`config.mk`:
```
export PLATFORM = sky130hd
export DESIGN_NAME = gcsc_top
export DESIGN_NICKNAME = d
export VERILOG_FILES = /design/src/shared/gcsc_pkg.sv /design/src/core/gcsc_divider.sv /design/src/core/gcsc_top.sv
export SDC_FILE = /design/constraint.sdc
export NUM_CORES = 1
export LEC_CHECK = 0
export BUFFER_PORTS_ARGS = -buffer_cell sky130_fd_sc_hd__buf_2
export CAP_MARGIN = 25
export CORE_AREA = 2 2 67 76
export CTS_CLUSTER_SIZE = 12
export DETAILED_ROUTE_END_ITERATION = 7
export DIE_AREA = 0 0 69 78
export GPL_ROUTABILITY_DRIVEN = 0
export PLACE_DENSITY = 0.72
export SLEW_MARGIN = 20
export SYNTH_ARGS = -nofsm -noshare
export SYNTH_HDL_FRONTEND = slang
export SYNTH_SLANG_ARGS = --single-unit
```
`constraint.sdc`:
```
create_clock -name I_CLOCK -period 1.5 [get_ports I_CLOCK]
set_clock_uncertainty 0.05 [all_clocks]
set_input_delay 0.075 -clock I_CLOCK [delete_from_list [all_inputs] [get_ports I_CLOCK]]
set_output_delay 0.075 -clock I_CLOCK [all_outputs]
set_load 0.01 [all_outputs]
```
`src/shared/gcsc_pkg.sv`:
```
/*
 gcsc_pkg: constants for the gauge coil scan control block.
 assumes a plain register port with byte-wide registers and one clock.
*/
package gcsc_pkg;
	localparam int ADDR_W = 4;
	localparam int DATA_W = 8;
	localparam int NUM_COILS = 12;
	localparam int COIL_W = 4;
	localparam int NUM_GAUGES = 6;
	// register offsets
	localparam logic [ADDR_W-1:0] OFF_SCAN_CTRL = 4'h0;
	localparam logic [ADDR_W-1:0] OFF_GAUGE_EN = 4'h1;
	localparam logic [ADDR_W-1:0] OFF_IRQ_STAT = 4'h2;
	localparam logic [ADDR_W-1:0] OFF_IRQ_MASK = 4'h3;
	localparam logic [ADDR_W-1:0] OFF_SEQ_STAT = 4'h4;
	// scan_status_control_reg fields
	localparam int BIT_SYNC_FLAG = 6;
	localparam int BIT_SYNC_CLR = 5;
	localparam int BIT_CLKSEL_HI = 3;
	localparam int BIT_CLKSEL_LO = 2;
	localparam int BIT_AUTO = 1;
	localparam int BIT_START = 0;
	// interrupt status bits
	localparam int IRQ_SYNC = 0;
	localparam int IRQ_SCAN_DONE = 1;
	localparam int IRQ_W = 2;
	// coil 11 is index 10 when counted from zero
	localparam logic [COIL_W-1:0] COIL_SYNC_IDX = 4'hA;
	localparam logic [COIL_W-1:0] COIL_LAST_IDX = 4'hB;
	// divider: ratio 512 << sel
	localparam int DIV_W = 12;
	localparam int DIV_BASE_LOG2 = 9;
	localparam logic [DATA_W-1:0] SCAN_CTRL_RST = 8'h00;
	localparam logic [NUM_GAUGES-1:0] GAUGE_EN_RST = 6'h00;
	typedef enum logic [0:0] {
		GCSC_IDLE = 1'b0,
		GCSC_SCAN = 1'b1
	} gcsc_state_e;
endpackage

```
`src/core/gcsc_divider.sv`:
```
/*
 gcsc_divider: one-cycle tick every 512, 1024, 2048 or 4096 clocks.
 assumes the select is stable while the sequencer runs.
*/
`timescale 1ns/100ps
module gcsc_divider (
	input wire logic i_clk,
	input wire logic i_srst,
	input wire logic [1:0] i_sel,
	output logic o_tick
);
	import gcsc_pkg::*;
	logic [gcsc_pkg::DIV_W-1:0] cnt_reg;
	logic [gcsc_pkg::DIV_W-1:0] last;
	// terminal count = (512 << sel) - 1
	assign last = DIV_W'((32'd1 << (DIV_BASE_LOG2 + 32'(i_sel))) - 32'd1);
	always_ff @(posedge i_clk) begin
		if (i_srst || cnt_reg >= last) begin
			cnt_reg <= '0;
		end else begin
			cnt_reg <= cnt_reg + 1'b1;
		end
	end
	always_ff @(posedge i_clk) begin
		o_tick <= !i_srst && (cnt_reg == last);
	end
endmodule

```
`src/core/gcsc_top.sv`:
```
/*
 gcsc_top: scan control for a twelve-coil gauge sequencer: mode select,
 manual start, coil pointer, master-to-slave commit, sync flag, interrupt.
 assumes software on a plain one-cycle register port and one 100 MHz clock.
*/
// Chosen here: the strobed register port and the register offsets.
`timescale 1ns/100ps
module gcsc_top (
	input wire logic I_CLOCK,
	input wire logic I_SRST,
	input wire logic [gcsc_pkg::ADDR_W-1:0] I_ADDR,
	input wire logic [gcsc_pkg::DATA_W-1:0] I_WDATA,
	input wire logic I_WR,
	input wire logic I_RD,
	output logic [gcsc_pkg::DATA_W-1:0] O_RDATA,
	output logic O_IRQ,
	output logic [gcsc_pkg::COIL_W-1:0] O_COIL_IDX,
	output logic O_COIL_STEP,
	output logic O_COIL_DRIVE_EN,
	output logic O_MAG_LOAD,
	output logic O_DIR_LOAD,
	output logic O_COMMIT,
	output logic O_SCAN_ACTIVE
);
	import gcsc_pkg::*;

	logic auto_mode_select_reg;
	logic scan_start_bit_reg;
	logic [1:0] clk_sel_reg;
	logic [NUM_GAUGES-1:0] gauge_enable_reg;
	logic sync_status_flag_reg;
	logic sync_seen_reg;
	logic [IRQ_W-1:0] irq_stat_reg;
	logic [IRQ_W-1:0] irq_mask_reg;
	gcsc_state_e state_reg;
	logic [COIL_W-1:0] coil_reg;
	logic tick;
	logic wr_ctrl;
	logic start_req;
	logic step;
	logic sync_evt;
	logic done_evt;
	logic [DATA_W-1:0] ctrl_view;

	assign wr_ctrl = I_WR && (I_ADDR == OFF_SCAN_CTRL);
	// ignored while set and in auto mode
	assign start_req = wr_ctrl && I_WDATA[BIT_START] && !scan_start_bit_reg
		&& !I_WDATA[BIT_AUTO] && !auto_mode_select_reg;

	gcsc_divider u_div (
		.i_clk(I_CLOCK),
		.i_srst(I_SRST),
		.i_sel(clk_sel_reg),
		.o_tick(tick)
	);

	// a coil step happens on each divider tick while scanning
	assign step = tick && (state_reg == GCSC_SCAN);
	assign sync_evt = step && (coil_reg == COIL_SYNC_IDX - 1'b1);
	assign done_evt = step && (coil_reg == COIL_LAST_IDX)
		&& !auto_mode_select_reg;

	always_ff @(posedge I_CLOCK) begin
		if (I_SRST) begin
			auto_mode_select_reg <= SCAN_CTRL_RST[BIT_AUTO];
			clk_sel_reg <= SCAN_CTRL_RST[BIT_CLKSEL_HI:BIT_CLKSEL_LO];
		end else if (wr_ctrl) begin
			auto_mode_select_reg <= I_WDATA[BIT_AUTO];
			clk_sel_reg <= I_WDATA[BIT_CLKSEL_HI:BIT_CLKSEL_LO];
		end
	end

	always_ff @(posedge I_CLOCK) begin
		if (I_SRST) begin
			gauge_enable_reg <= GAUGE_EN_RST;
		end else if (I_WR && I_ADDR == OFF_GAUGE_EN) begin
			gauge_enable_reg <= I_WDATA[NUM_GAUGES-1:0];
		end
	end

	// start bit: stays 1 until coil 11 begins; a new set wins over the clear
	always_ff @(posedge I_CLOCK) begin
		if (I_SRST) begin
			scan_start_bit_reg <= 1'b0;
		end else if (start_req) begin
			scan_start_bit_reg <= 1'b1;
		end else if (sync_evt) begin
			scan_start_bit_reg <= 1'b0;
		end
	end

	// sequencer
	always_ff @(posedge I_CLOCK) begin
		if (I_SRST) begin
			state_reg <= GCSC_IDLE;
			coil_reg <= '0;
		end else begin
			case (state_reg)
				GCSC_IDLE: begin
					coil_reg <= '0;
					// auto scans forever; manual waits for the start bit.
					// a start set during the last two coils is held and taken
					// here, otherwise the bit would stay set with no scan
					if (auto_mode_select_reg || start_req
						|| scan_start_bit_reg) begin
						state_reg <= GCSC_SCAN;
					end
				end
				GCSC_SCAN: begin
					if (step) begin
						if (coil_reg == COIL_LAST_IDX) begin
							coil_reg <= '0;
							if (!auto_mode_select_reg) begin
								state_reg <= GCSC_IDLE;
							end
						end else begin
							coil_reg <= coil_reg + 1'b1;
						end
					end
				end
				default: begin
					state_reg <= GCSC_IDLE;
				end
			endcase
		end
	end

	// commit pulses: on manual start for all coils, and at each gauge's
	// first coil. magnitude and direction loads both pulse on every coil step,
	// so a direction-only change also reloads the shared converter value.
	always_ff @(posedge I_CLOCK) begin
		if (I_SRST) begin
			O_COMMIT <= 1'b0;
			O_MAG_LOAD <= 1'b0;
			O_DIR_LOAD <= 1'b0;
			O_COIL_STEP <= 1'b0;
		end else begin
			O_COMMIT <= start_req
				|| (step && coil_reg[0]
				&& (coil_reg != COIL_LAST_IDX || auto_mode_select_reg))
				|| (state_reg == GCSC_IDLE && auto_mode_select_reg);
			O_MAG_LOAD <= step;
			O_DIR_LOAD <= step;
			O_COIL_STEP <= step;
		end
	end

	always_ff @(posedge I_CLOCK) begin
		if (I_SRST) begin
			O_COIL_IDX <= '0;
			O_COIL_DRIVE_EN <= 1'b0;
			O_SCAN_ACTIVE <= 1'b0;
		end else begin
			O_COIL_IDX <= coil_reg;
			// slot is spent either way; only the driver follows the enable
			O_COIL_DRIVE_EN <= (state_reg == GCSC_SCAN)
				&& gauge_enable_reg[coil_reg[COIL_W-1:1]];
			O_SCAN_ACTIVE <= (state_reg == GCSC_SCAN);
		end
	end

	// sync flag; set wins over the clear. seen-while-set qualifies clear
	always_ff @(posedge I_CLOCK) begin
		if (I_SRST) begin
			sync_status_flag_reg <= 1'b0;
			sync_seen_reg <= 1'b0;
		end else begin
			if (sync_evt) begin
				sync_status_flag_reg <= 1'b1;
			end else if (wr_ctrl && I_WDATA[BIT_SYNC_CLR] && sync_seen_reg) begin
				sync_status_flag_reg <= 1'b0;
			end
			if (I_RD && I_ADDR == OFF_SCAN_CTRL) begin
				sync_seen_reg <= sync_status_flag_reg;
			end else if (!sync_status_flag_reg) begin
				sync_seen_reg <= 1'b0;
			end
		end
	end

	// sticky interrupt status, write one to clear, set wins
	always_ff @(posedge I_CLOCK) begin
		if (I_SRST) begin
			irq_stat_reg <= '0;
			irq_mask_reg <= '0;
		end else begin
			for (int i = 0; i < IRQ_W; i++) begin
				if ((i == IRQ_SYNC && sync_evt)
					|| (i == IRQ_SCAN_DONE && done_evt)) begin
					irq_stat_reg[i] <= 1'b1;
				end else if (I_WR && I_ADDR == OFF_IRQ_STAT && I_WDATA[i]) begin
					irq_stat_reg[i] <= 1'b0;
				end
			end
			if (I_WR && I_ADDR == OFF_IRQ_MASK) begin
				irq_mask_reg <= I_WDATA[IRQ_W-1:0];
			end
		end
	end

	assign O_IRQ = |(irq_stat_reg & irq_mask_reg);

	always_comb begin
		ctrl_view = '0;
		ctrl_view[BIT_SYNC_FLAG] = sync_status_flag_reg;
		ctrl_view[BIT_CLKSEL_HI:BIT_CLKSEL_LO] = clk_sel_reg;
		ctrl_view[BIT_AUTO] = auto_mode_select_reg;
		ctrl_view[BIT_START] = scan_start_bit_reg;
	end

	// unmapped reads return zero
	always_ff @(posedge I_CLOCK) begin
		if (I_SRST) begin
			O_RDATA <= '0;
		end else if (I_RD) begin
			case (I_ADDR)
				OFF_SCAN_CTRL: O_RDATA <= ctrl_view;
				OFF_GAUGE_EN: O_RDATA <= DATA_W'(gauge_enable_reg);
				OFF_IRQ_STAT: O_RDATA <= DATA_W'(irq_stat_reg);
				OFF_IRQ_MASK: O_RDATA <= DATA_W'(irq_mask_reg);
				OFF_SEQ_STAT: O_RDATA <= {3'h0, state_reg, coil_reg};
				default: O_RDATA <= '0;
			endcase
		end else begin
			O_RDATA <= '0;
		end
	end

	a_start_self_clr: assert property (
		@(posedge I_CLOCK) disable iff (I_SRST)
		sync_evt && !start_req |=> !scan_start_bit_reg)
		else $error("start not cleared");
	a_sync_sets: assert property (
		@(posedge I_CLOCK) disable iff (I_SRST)
		sync_evt |=> sync_status_flag_reg)
		else $error("sync not set");
	a_auto_no_start: assert property (
		@(posedge I_CLOCK) disable iff (I_SRST)
		auto_mode_select_reg && !scan_start_bit_reg
		|=> !scan_start_bit_reg)
		else $error("auto start");
	a_ignore_reset: assert property (
		@(posedge I_CLOCK) disable iff (I_SRST)
		scan_start_bit_reg && !sync_evt |=> scan_start_bit_reg)
		else $error("start bit dropped");
	a_manual_idle: assert property (
		@(posedge I_CLOCK) disable iff (I_SRST)
		state_reg == GCSC_IDLE && !auto_mode_select_reg && !start_req
		&& !scan_start_bit_reg
		|=> state_reg == GCSC_IDLE)
		else $error("spurious scan");
	a_start_begins: assert property (
		@(posedge I_CLOCK) disable iff (I_SRST)
		start_req && state_reg == GCSC_IDLE |=> state_reg == GCSC_SCAN)
		else $error("scan not started");
	a_commit_start: assert property (
		@(posedge I_CLOCK) disable iff (I_SRST)
		start_req |=> O_COMMIT)
		else $error("no commit");
	a_coil_order: assert property (
		@(posedge I_CLOCK) disable iff (I_SRST)
		step && coil_reg != COIL_LAST_IDX
		|=> coil_reg == $past(coil_reg) + 1'b1)
		else $error("coil order");
endmodule

```
### Word level (Yosys, flattened, before mapping)

Index checks and enable logic that the tools add are counted.

| storage, ports and cells | value |
|---|---|
| input port bits | 16 |
| register bits | 50 |

| operators by class | value |
|---|---|
| shift operators | 1 |
| $lt $le $gt $ge | 2 |
| multiplexer cells | 21 |
| eq/ne operators | 10 |
| reduce and logical (&&, ||, !) cells | 39 |
| add/subtract/negate cells | 4 |
| bitwise gates (word level) | 3 |

Operator list:

| kind | number |
|---|---|
| 7-bit case mux with 5 select lines | 1 |
| 1-bit by 32-bit << shifter with 12-bit output, first input constant | 1 |
| 1-bit logical AND | 22 |
| 1-bit 2-to-1 mux | 15 |
| 12-bit by 1-bit adder with 12-bit output, second input constant | 1 |
| 12-bit equality test | 1 |
| 12-bit greater-or-equal comparator | 1 |
| 12-bit by 1-bit subtractor with 12-bit output, second input constant | 1 |
| 4-bit by 2-bit equality test with 1-bit output, second input constant | 2 |
| 4-bit equality test, second input constant | 2 |
| 4-bit 2-to-1 mux | 2 |
| 4-bit case mux with 2 select lines | 1 |
| 2-bit nonzero test | 4 |
| 1-bit logical OR | 6 |
| 4-bit by 2-bit adder with 5-bit output, first input constant | 1 |
| 4-bit by 1-bit adder with 4-bit output, second input constant | 1 |
| 4-bit by 1-bit equality test with 1-bit output, second input constant | 1 |
| 4-bit by 3-bit equality test with 1-bit output, second input constant | 1 |
| 1-bit logical NOT | 4 |
| 4-bit logical NOT | 1 |
| 3-bit by 4-bit less-than comparator with 1-bit output, second input constant | 1 |
| 2-bit by 1-bit inequality test with 1-bit output, second input constant | 2 |
| 4-bit inequality test, second input constant | 1 |
| 2-bit OR reduction | 2 |
| 4 further kinds | 5 |

### Longest topological paths before layout

Gate-level depths: netlist of run 1.

| depth | value |
|---|---|
| depth after elaboration | 10 |
| mapped depth | 7 |

### Cells and area by module

From an unflattened synthesis of run 1, not the netlist that was laid out.

| second synthesis, totals | value |
|---|---|
| cells, all modules | 254 |
| area total of the unflattened synthesis | 2316.0 um^2 |

Modules (own cells, without submodules):

| module | area an instance (um^2) | cells each | instances | sequential area each (um^2) |
|---|---|---|---|---|
| gcsc_top | 1657.8 | 183 | 1 | 720.7 |
| gcsc_divider | 658.1 | 71 | 1 | 260.2 |

### Least setup slack after synthesis of run 1

No wires, ideal clock.

| timing path | value |
|---|---|
| path kind | register -> register |
| start point | reg clk_sel_reg[1] |
| end point | reg u_div.cnt_reg[3] (netlist name) |
| cell stages (with the launch flop) | 8 |
| data arrival time | 1.477 ns |
| setup slack | -0.091 ns |
| library setup time | 0.064 ns |
| path buffers | 1 |
| data required time | 1.386 ns |
| cell sequence | dfxtp_1 nand2_1 ha_1 a211o_1 a31oi_1 o31ai_1 buf_4 nor2_1 |

| on the way | value |
|---|---|
| longest elaborated chain between the ends | 5 |

RTL lines:

| what | line | RTL |
|---|---|---|
| start, declared | gcsc_top.sv:29 | `logic [1:0] clk_sel_reg;` |
| start signal, assigned | gcsc_top.sv:66 | `clk_sel_reg <= SCAN_CTRL_RST[BIT_CLKSEL_HI:BIT_CLKSEL_LO];` |
| start signal, assigned | gcsc_top.sv:69 | `clk_sel_reg <= I_WDATA[BIT_CLKSEL_HI:BIT_CLKSEL_LO];` |
| 4-bit by 2-bit adder with 5-bit output | gcsc_divider.sv:16 | `assign last = DIV_W'((32'd1 << (DIV_BASE_LOG2 + 32'(i_sel))) - 32'd1);` |
| 1-bit by 32-bit << shifter with 12-bit output | gcsc_divider.sv:16 |  |
| 12-bit by 1-bit subtractor with 12-bit output | gcsc_divider.sv:16 |  |
| 12-bit greater-or-equal comparator | gcsc_divider.sv:18 | `if (i_srst \|\| cnt_reg >= last) begin` |
| 1-bit logical OR | gcsc_divider.sv:18 |  |
| end signal, assigned | gcsc_divider.sv:21 | `cnt_reg <= cnt_reg + 1'b1;` |
| end, declared | gcsc_divider.sv:13 | `logic [gcsc_pkg::DIV_W-1:0] cnt_reg;` |

No other way between the ends.
A chain may end at the register's enable or synchronous reset.

### Worst setup path in the final report of run 1

| timing path | value |
|---|---|
| start point | reg clk_sel_reg[1] |
| end point | reg u_div.cnt_reg[6] (netlist name) |

Same word-level chain as after synthesis.

==> run metrics, run 1 <==
leak pwr=0.00107 uW; Overall Global Routing Usage=0.177; final setup fails=12; Yosys reg bits=49; number of flops mapped to enable cells by yosys=0; WP data required=1.65 ns; Port Buf Inserts=31; Remaining DRCs=0; Sw Share=0.244; Area contributors post-synth=dfxtp_1 (44%), nor2_1 (6.2%), mux2i_1 (5.4%); CP max stage cell=dfxtp_2; RSZ-0062 raised after global routing=yes; Yosys top cell by area=dfxtp_1; wire length per cell=13.3 um; full die area=5380 sq um; vias per inst=5.30; failing checks=setup timing; library cells used by synthesis=42; via count=1860; I/O pin count=35; CTS clk-pin slew, worst paths=0.09 ns; CP bufs+invs=1; Clock Power Share=0.344; Post-synth top flop=dfxtp_1; drt initial violations=90; share of cells above drive strength 1=0.261; Period minus WS final=1.54 ns; Hold Fails Final Rpt=0; fmax=648 MHz; CP most frequent cell=nor2_1; asr flop ratio synth=0; CP peak stage delay=0.36 ns; Final Slew Violations=0; first-pass GRT wire length=7830 um; sw power=552 uW; antenna cell count=0; cell family with most CP delay=flip-flops; Max Cap Viol=0; CTS Buf Count=5; Root Buffer=clkbuf_8; fill cell total of the finished layout=426; CP Class=register to register; setup TNS=-0.397 ns; total clock sinks=49; synth warn=0; CP Cell Sequence=nor2_1 -> ha_1 -> nand4_1 -> o31ai_2 -> buf_4 -> nor2_1; post-DP HPWL=3460 um; Initial Util=0.490; synthesized area per cell=9.08 sq um; core area=4550 sq um; Final Worst Setup Slack=-0.0432 ns; crit end category=register; site row count=26; remaining global-route overflow=0; sequential area share after synthesis=0.439; run status=complete, but fails checks; Skew-Pair Late Insertion Delay=0.30 ns; Max Buffers Root-to-Sink=2; first-pass iteration count of the detailed router=4; Layout area overhead=20.1%; class of the worst hold path=input port to register; area share of the largest cell type after synthesis=0.439; synthesized area=2230 sq um; internal power=1710 uW; Peak VDD IR=0.670 mV; period utilisation layout=1.03; Synth Instances=246; antenna-violating nets left=0; CP startpoint kind=register; crit-path max FO=6; max reg flops=12; Comb pwr share=0.072; Arr. time, crit path=1.69 ns; die height=78 um; largest net degree at the start of global routing=17; Layout Nets=317; DIE WIDTH=69 um; vias in the first global route=1824; sequential power share=0.585; PD cells=843 nW/um^2; initial antenna violation count=0; Pwr Total=2260 uW; CTS tree=yes; H-tree Lvls=2; WL final=4670 um
-- synthesized netlist by cell type, drive strengths merged, types with 3 or more instances --
| master | count |
|---|---|
| a21oi | 15 |
| a22o | 3 |
| buf | 11 |
| clkbuf | 6 |
| dfxtp | 49 |
| ha | 7 |
| inv | 6 |
| mux2i | 12 |
| nand2 | 22 |
| nand3 | 14 |
| nand3b | 3 |
| nand4b | 3 |
| nor2 | 37 |
| nor2b | 6 |
| nor3 | 4 |
| nor3b | 3 |
| nor4 | 6 |
| o21ai | 5 |
| xnor2 | 7 |
| xor2 | 3 |
-- placed cells by master (no fill, tap or decap), types with 2 or more instances in the layout --
cell type      instances
conb_1                 2
nand2_1               21
a21o_1                 2
inv_1                  6
nor4_1                 6
clkbuf_8               5
a211oi_1               2
ha_1                   5
xnor2_1                7
clkinvlp_4             3
buf_2                 31
a22o_1                 3
o21ai_0                5
a22oi_1                2
dfxtp_1               46
nand4b_1               3
nand3_1               14
nand3b_1               3
nor2_1                35
nor3_1                 4
xor2_1                 3
a21oi_1               15
dlygate4sd3_1          4
buf_4                 22
nor2_2                 2
mux2i_1               12
dfxtp_2                3
nor2b_1                6
ha_4                   2
nor3b_1                2
-- final cells by class --
type | count | area [sq um] | area share
Clock buffer | 5 | 68.8 | 0.0257
Timing Repair Buffer | 57 | 360 | 0.134
Multi-Input combinational cell | 175 | 1150 | 0.430
Clock inverter | 3 | 22.5 | 0.00840
Tap cell | 56 | 70.1 | 0.0261
Sequential cell | 49 | 985 | 0.367
Inverter | 6 | 22.5 | 0.00840
-- cell families after synthesis --
logic type                 count (synthesis)  share of synthesized area
xor gates and xnor gates                  10                     0.0392
adders and majority gates                  7                     0.0392
and+or+nand+nor                          107                      0.250
other                                      1                    0.00168
DFF                                       49                      0.439
muxes                                     13                     0.0639
AOI/OAI and AO/OA                         36                      0.101
buffers and inverters                     23                     0.0655
-- layer usage --
metal / vias up / GRT usage / part of all wire
met5: - / 0 / 0
met4: 0 / 0.0647 / 0.023
met3: 13 / 0.0403 / 0.041
met2: 39 / 0.311 / 0.49
met1: 860 / 0.210 / 0.45
li1: 948 / - / -
-- worst paths after layout --
kind	slack, ns	startpoint	cells past startpoint	to
max	-0.04	clk_sel_reg[1]$_SDFFE_PP0N_	6	u_div.cnt_reg[6]$_SDFF_PP0_
min	0.01	I_WDATA[0]	3	gauge_enable_reg[0]$_SDFFE_PP0P_
max reg2reg	-0.04	clk_sel_reg[1]$_SDFFE_PP0N_	6	u_div.cnt_reg[6]$_SDFF_PP0_
min reg2reg	0.40	u_div.cnt_reg[0]$_SDFF_PP0_	1	u_div.cnt_reg[0]$_SDFF_PP0_
-- per-stage QoR --
step                      hold WS (ns)  instance area, sq um  instances   util  setup WS (ns)
after floorplan                  0.169                  2250        247      -       -0.00638
after global routing            0.0274                  2680        351  0.589        -0.0960
final                           0.0109                  2680        351  0.589        -0.0432
after global placement           0.282                  2500        337  0.550        -0.0196
after CTS                      0.00834                  2640        349  0.580        -0.0122
after detailed placement         0.287                  2500        337  0.550        -0.0575
-- worst min-delay path: cells and delay by family --
kind / cells / cell delay (ns)
buffers and inverters: 1 / 0.13
and+or+nand+nor: 1 / 0.06
AOI/OAI and AO/OA: 1 / 0.05
-- power groups by stage --
stage	Combinational (uW)	Clock, uW	Sequential, uW
3_3_place_gp	145	0	1350
5_1_grt	178	852	1330
2_1_floorplan	103	0	1350
3_5_place_dp	149	0	1350
4_1_cts	158	803	1320
6_report	162	777	1320
-- what timing repair did --
| item | in CTS | in global routing |
|---|---|---|
| endpoints found under the hold margin | 6 | 0 |
| hold buffers | 4 | 0 |
| pin swaps | 11 | 3 |
| setup endpoints to repair | 12 | 14 |
| gates resized for setup | 2 | 5 |
| buffers inserted | 0 | 2 |
No activity file was read; power rests on OpenSTA's default activity.
==> run 2: changes to the inputs <==
--- a/config.mk
+++ b/config.mk
@@ -17,3 +17,4 @@
 export SYNTH_ARGS = -nofsm -noshare
 export SYNTH_HDL_FRONTEND = slang
 export SYNTH_SLANG_ARGS = --single-unit
+export TNS_END_PERCENT = 10
==> run 2 against run 1 <==
Against the previous run: the flow still finishes with violations (setup timing); cell count is 0.85% lower; clock-buffer cell count is 1 higher; die area stayed put; register-to-register slack hardly changed; routed wire length is 2.8% lower; clock power is 27% higher; fmax is 0.27% lower; sequential power hardly changed; combinational power hardly changed; non-clock buffer count is 3 lower; sequential share of layout area hardly changed; first-iteration DRC count is 26% lower; highest routed layer unchanged.
==> run metrics, run 2 (synthesized netlist as in run 1, its figures left out) <==
fmax=646 MHz; Port Buf Inserts=31; RSZ-0062 raised after global routing=yes; CP Class=register to register; final setup fails=12; first-pass iteration count of the detailed router=4; Skew-Pair Late Insertion Delay=0.30 ns; I/O pin count=35; CTS clk-pin slew, worst paths=0.09 ns; vias in the first global route=1722; crit-path max FO=6; first-pass GRT wire length=8040 um; core area=4550 sq um; via count=1841; Final Worst Setup Slack=-0.0473 ns; vias per inst=5.29; initial antenna violation count=0; Overall Global Routing Usage=0.184; Hold Path End=O_RDATA[6]$_SDFF_PP0_; Max Buffers Root-to-Sink=2; antenna cell count=0; antenna-violating nets left=0; post-DP HPWL=3370 um; Peak VDD IR=0.562 mV; leak pwr=0.00107 uW; Remaining DRCs=0; H-tree Lvls=2; WHS Path Cells=3; CTS tree=yes; Root Buffer=clkbuf_8; most common cell after layout, fill and taps aside=dfxtp_1; Period minus WS final=1.55 ns; CP startpoint kind=register; DIE WIDTH=69 um; Hold Fails Final Rpt=0; largest net degree at the start of global routing=20; remaining global-route overflow=0; pre-CTS WS=-0.0263 ns; Max Cap Viol=0; r2r setup slk=-0.05 ns; die height=78 um; failing checks=setup timing; CTS Buf Count=5; period utilisation layout=1.03; class of the worst hold path=input port to register; Reg2Reg Depth=7; Initial Util=0.490; Layout Cells excl Fill=348; Worst Min Path Start=I_RD; worst r2r dst=u_div.cnt_reg[8]$_SDFF_PP0_; placed insts=336; r2r startpoint=clk_sel_reg[1]$_SDFFE_PP0N_; WL final=4540 um; Final Slew Violations=0; site row count=26; wire length per cell=13.0 um; critical path launch point=clk_sel_reg[1]$_SDFFE_PP0N_; Layout Nets=314; total clock sinks=49; full die area=5380 sq um; most frequent cells in the layout=dfxtp_1 (46), nor2_1 (31), buf_2 (31); PD cells=923 nW/um^2; WP data required=1.70 ns; share of cells above drive strength 1=0.260; crit end category=register; run status=complete, but fails checks; Post-CTS Setup Bufs=0; Layout area overhead=20.0%; Arr. time, crit path=1.75 ns; max reg flops=12; drt initial violations=67
## run 2: worst max path at each step
stage	end	slack (ns)	depth (start not counted)
2_1_floorplan	u_div.cnt_reg[6]$_SDFF_PP0_	-0.006	6
3_3_place_gp	u_div.cnt_reg[8]$_SDFF_PP0_	-0.02	7
3_5_place_dp	u_div.cnt_reg[7]$_SDFF_PP0_	-0.03	7
4_1_cts	u_div.cnt_reg[8]$_SDFF_PP0_	-0.03	7
5_1_grt	u_div.cnt_reg[8]$_SDFF_PP0_	-0.13	7
6_report	u_div.cnt_reg[8]$_SDFF_PP0_	-0.05	7
## run 2: critical path: stages, from the launching register on
cell and delay, ns:
dfxtp_2 0.36, nand2_2 0.06, ha_4 0.22, a211o_1 0.25
a31oi_1 0.19, o31ai_2 0.11, buf_4 0.17, nor2b_1 0.09
## run 2: metrics by stage
| stage | hold slack [ns] | util | area [sq um] | power [uW] | TNS (ns) |
|---|---|---|---|---|---|
| 2_1_floorplan | 0.169 | - | 2250 | 1460 | -0.0504 |
| 3_3_place_gp | 0.284 | 0.548 | 2500 | 1500 | -0.116 |
| 3_5_place_dp | 0.289 | 0.548 | 2500 | 1500 | -0.200 |
| 4_1_cts | 0.00662 | 0.584 | 2660 | 2490 | -0.0997 |
| 5_1_grt | 0.0301 | 0.588 | 2680 | 2550 | -1.38 |
| 6_report | 0.0134 | 0.588 | 2680 | 2470 | -0.359 |
## run 2: routing by layer
layer / wire length, um / track usage / up-vias / share of wire
li1: - / - / 941 / -
met1: 2050 / 0.237 / 855 / 0.45
met3: 192 / 0.0351 / 5 / 0.042
met5: 0 / 0 / - / 0
met2: 2230 / 0.307 / 40 / 0.49
met4: 74 / 0.0706 / 0 / 0.016
## run 2: timing repair
item | CTS | global route
gates resized for setup | 1 | 8
pin swaps | 12 | 2
endpoints found under the hold margin | 6 | 0
endpoints found under the setup margin | 12 | 13
cloned | 0 | 0
hold buffers | 4 | 0
## run 2: cell type report
cell class / instances / area [sq um]
timing repair buffer: 54 / 338
fill: 434 / 1870
sequential: 49 / 985
clock buffer: 6 / 82.6
clock inverter: 2 / 37.5
tap: 56 / 70.1
inverter: 6 / 22.5
multi-input combinational: 175 / 1140
## run 2: power by group
part           switching, uW  leakage [uW]  internal [uW]
logic                   90.1      0.000615           71.9
registers               11.1      0.000397           1310
clock network            445     0.0000574            542
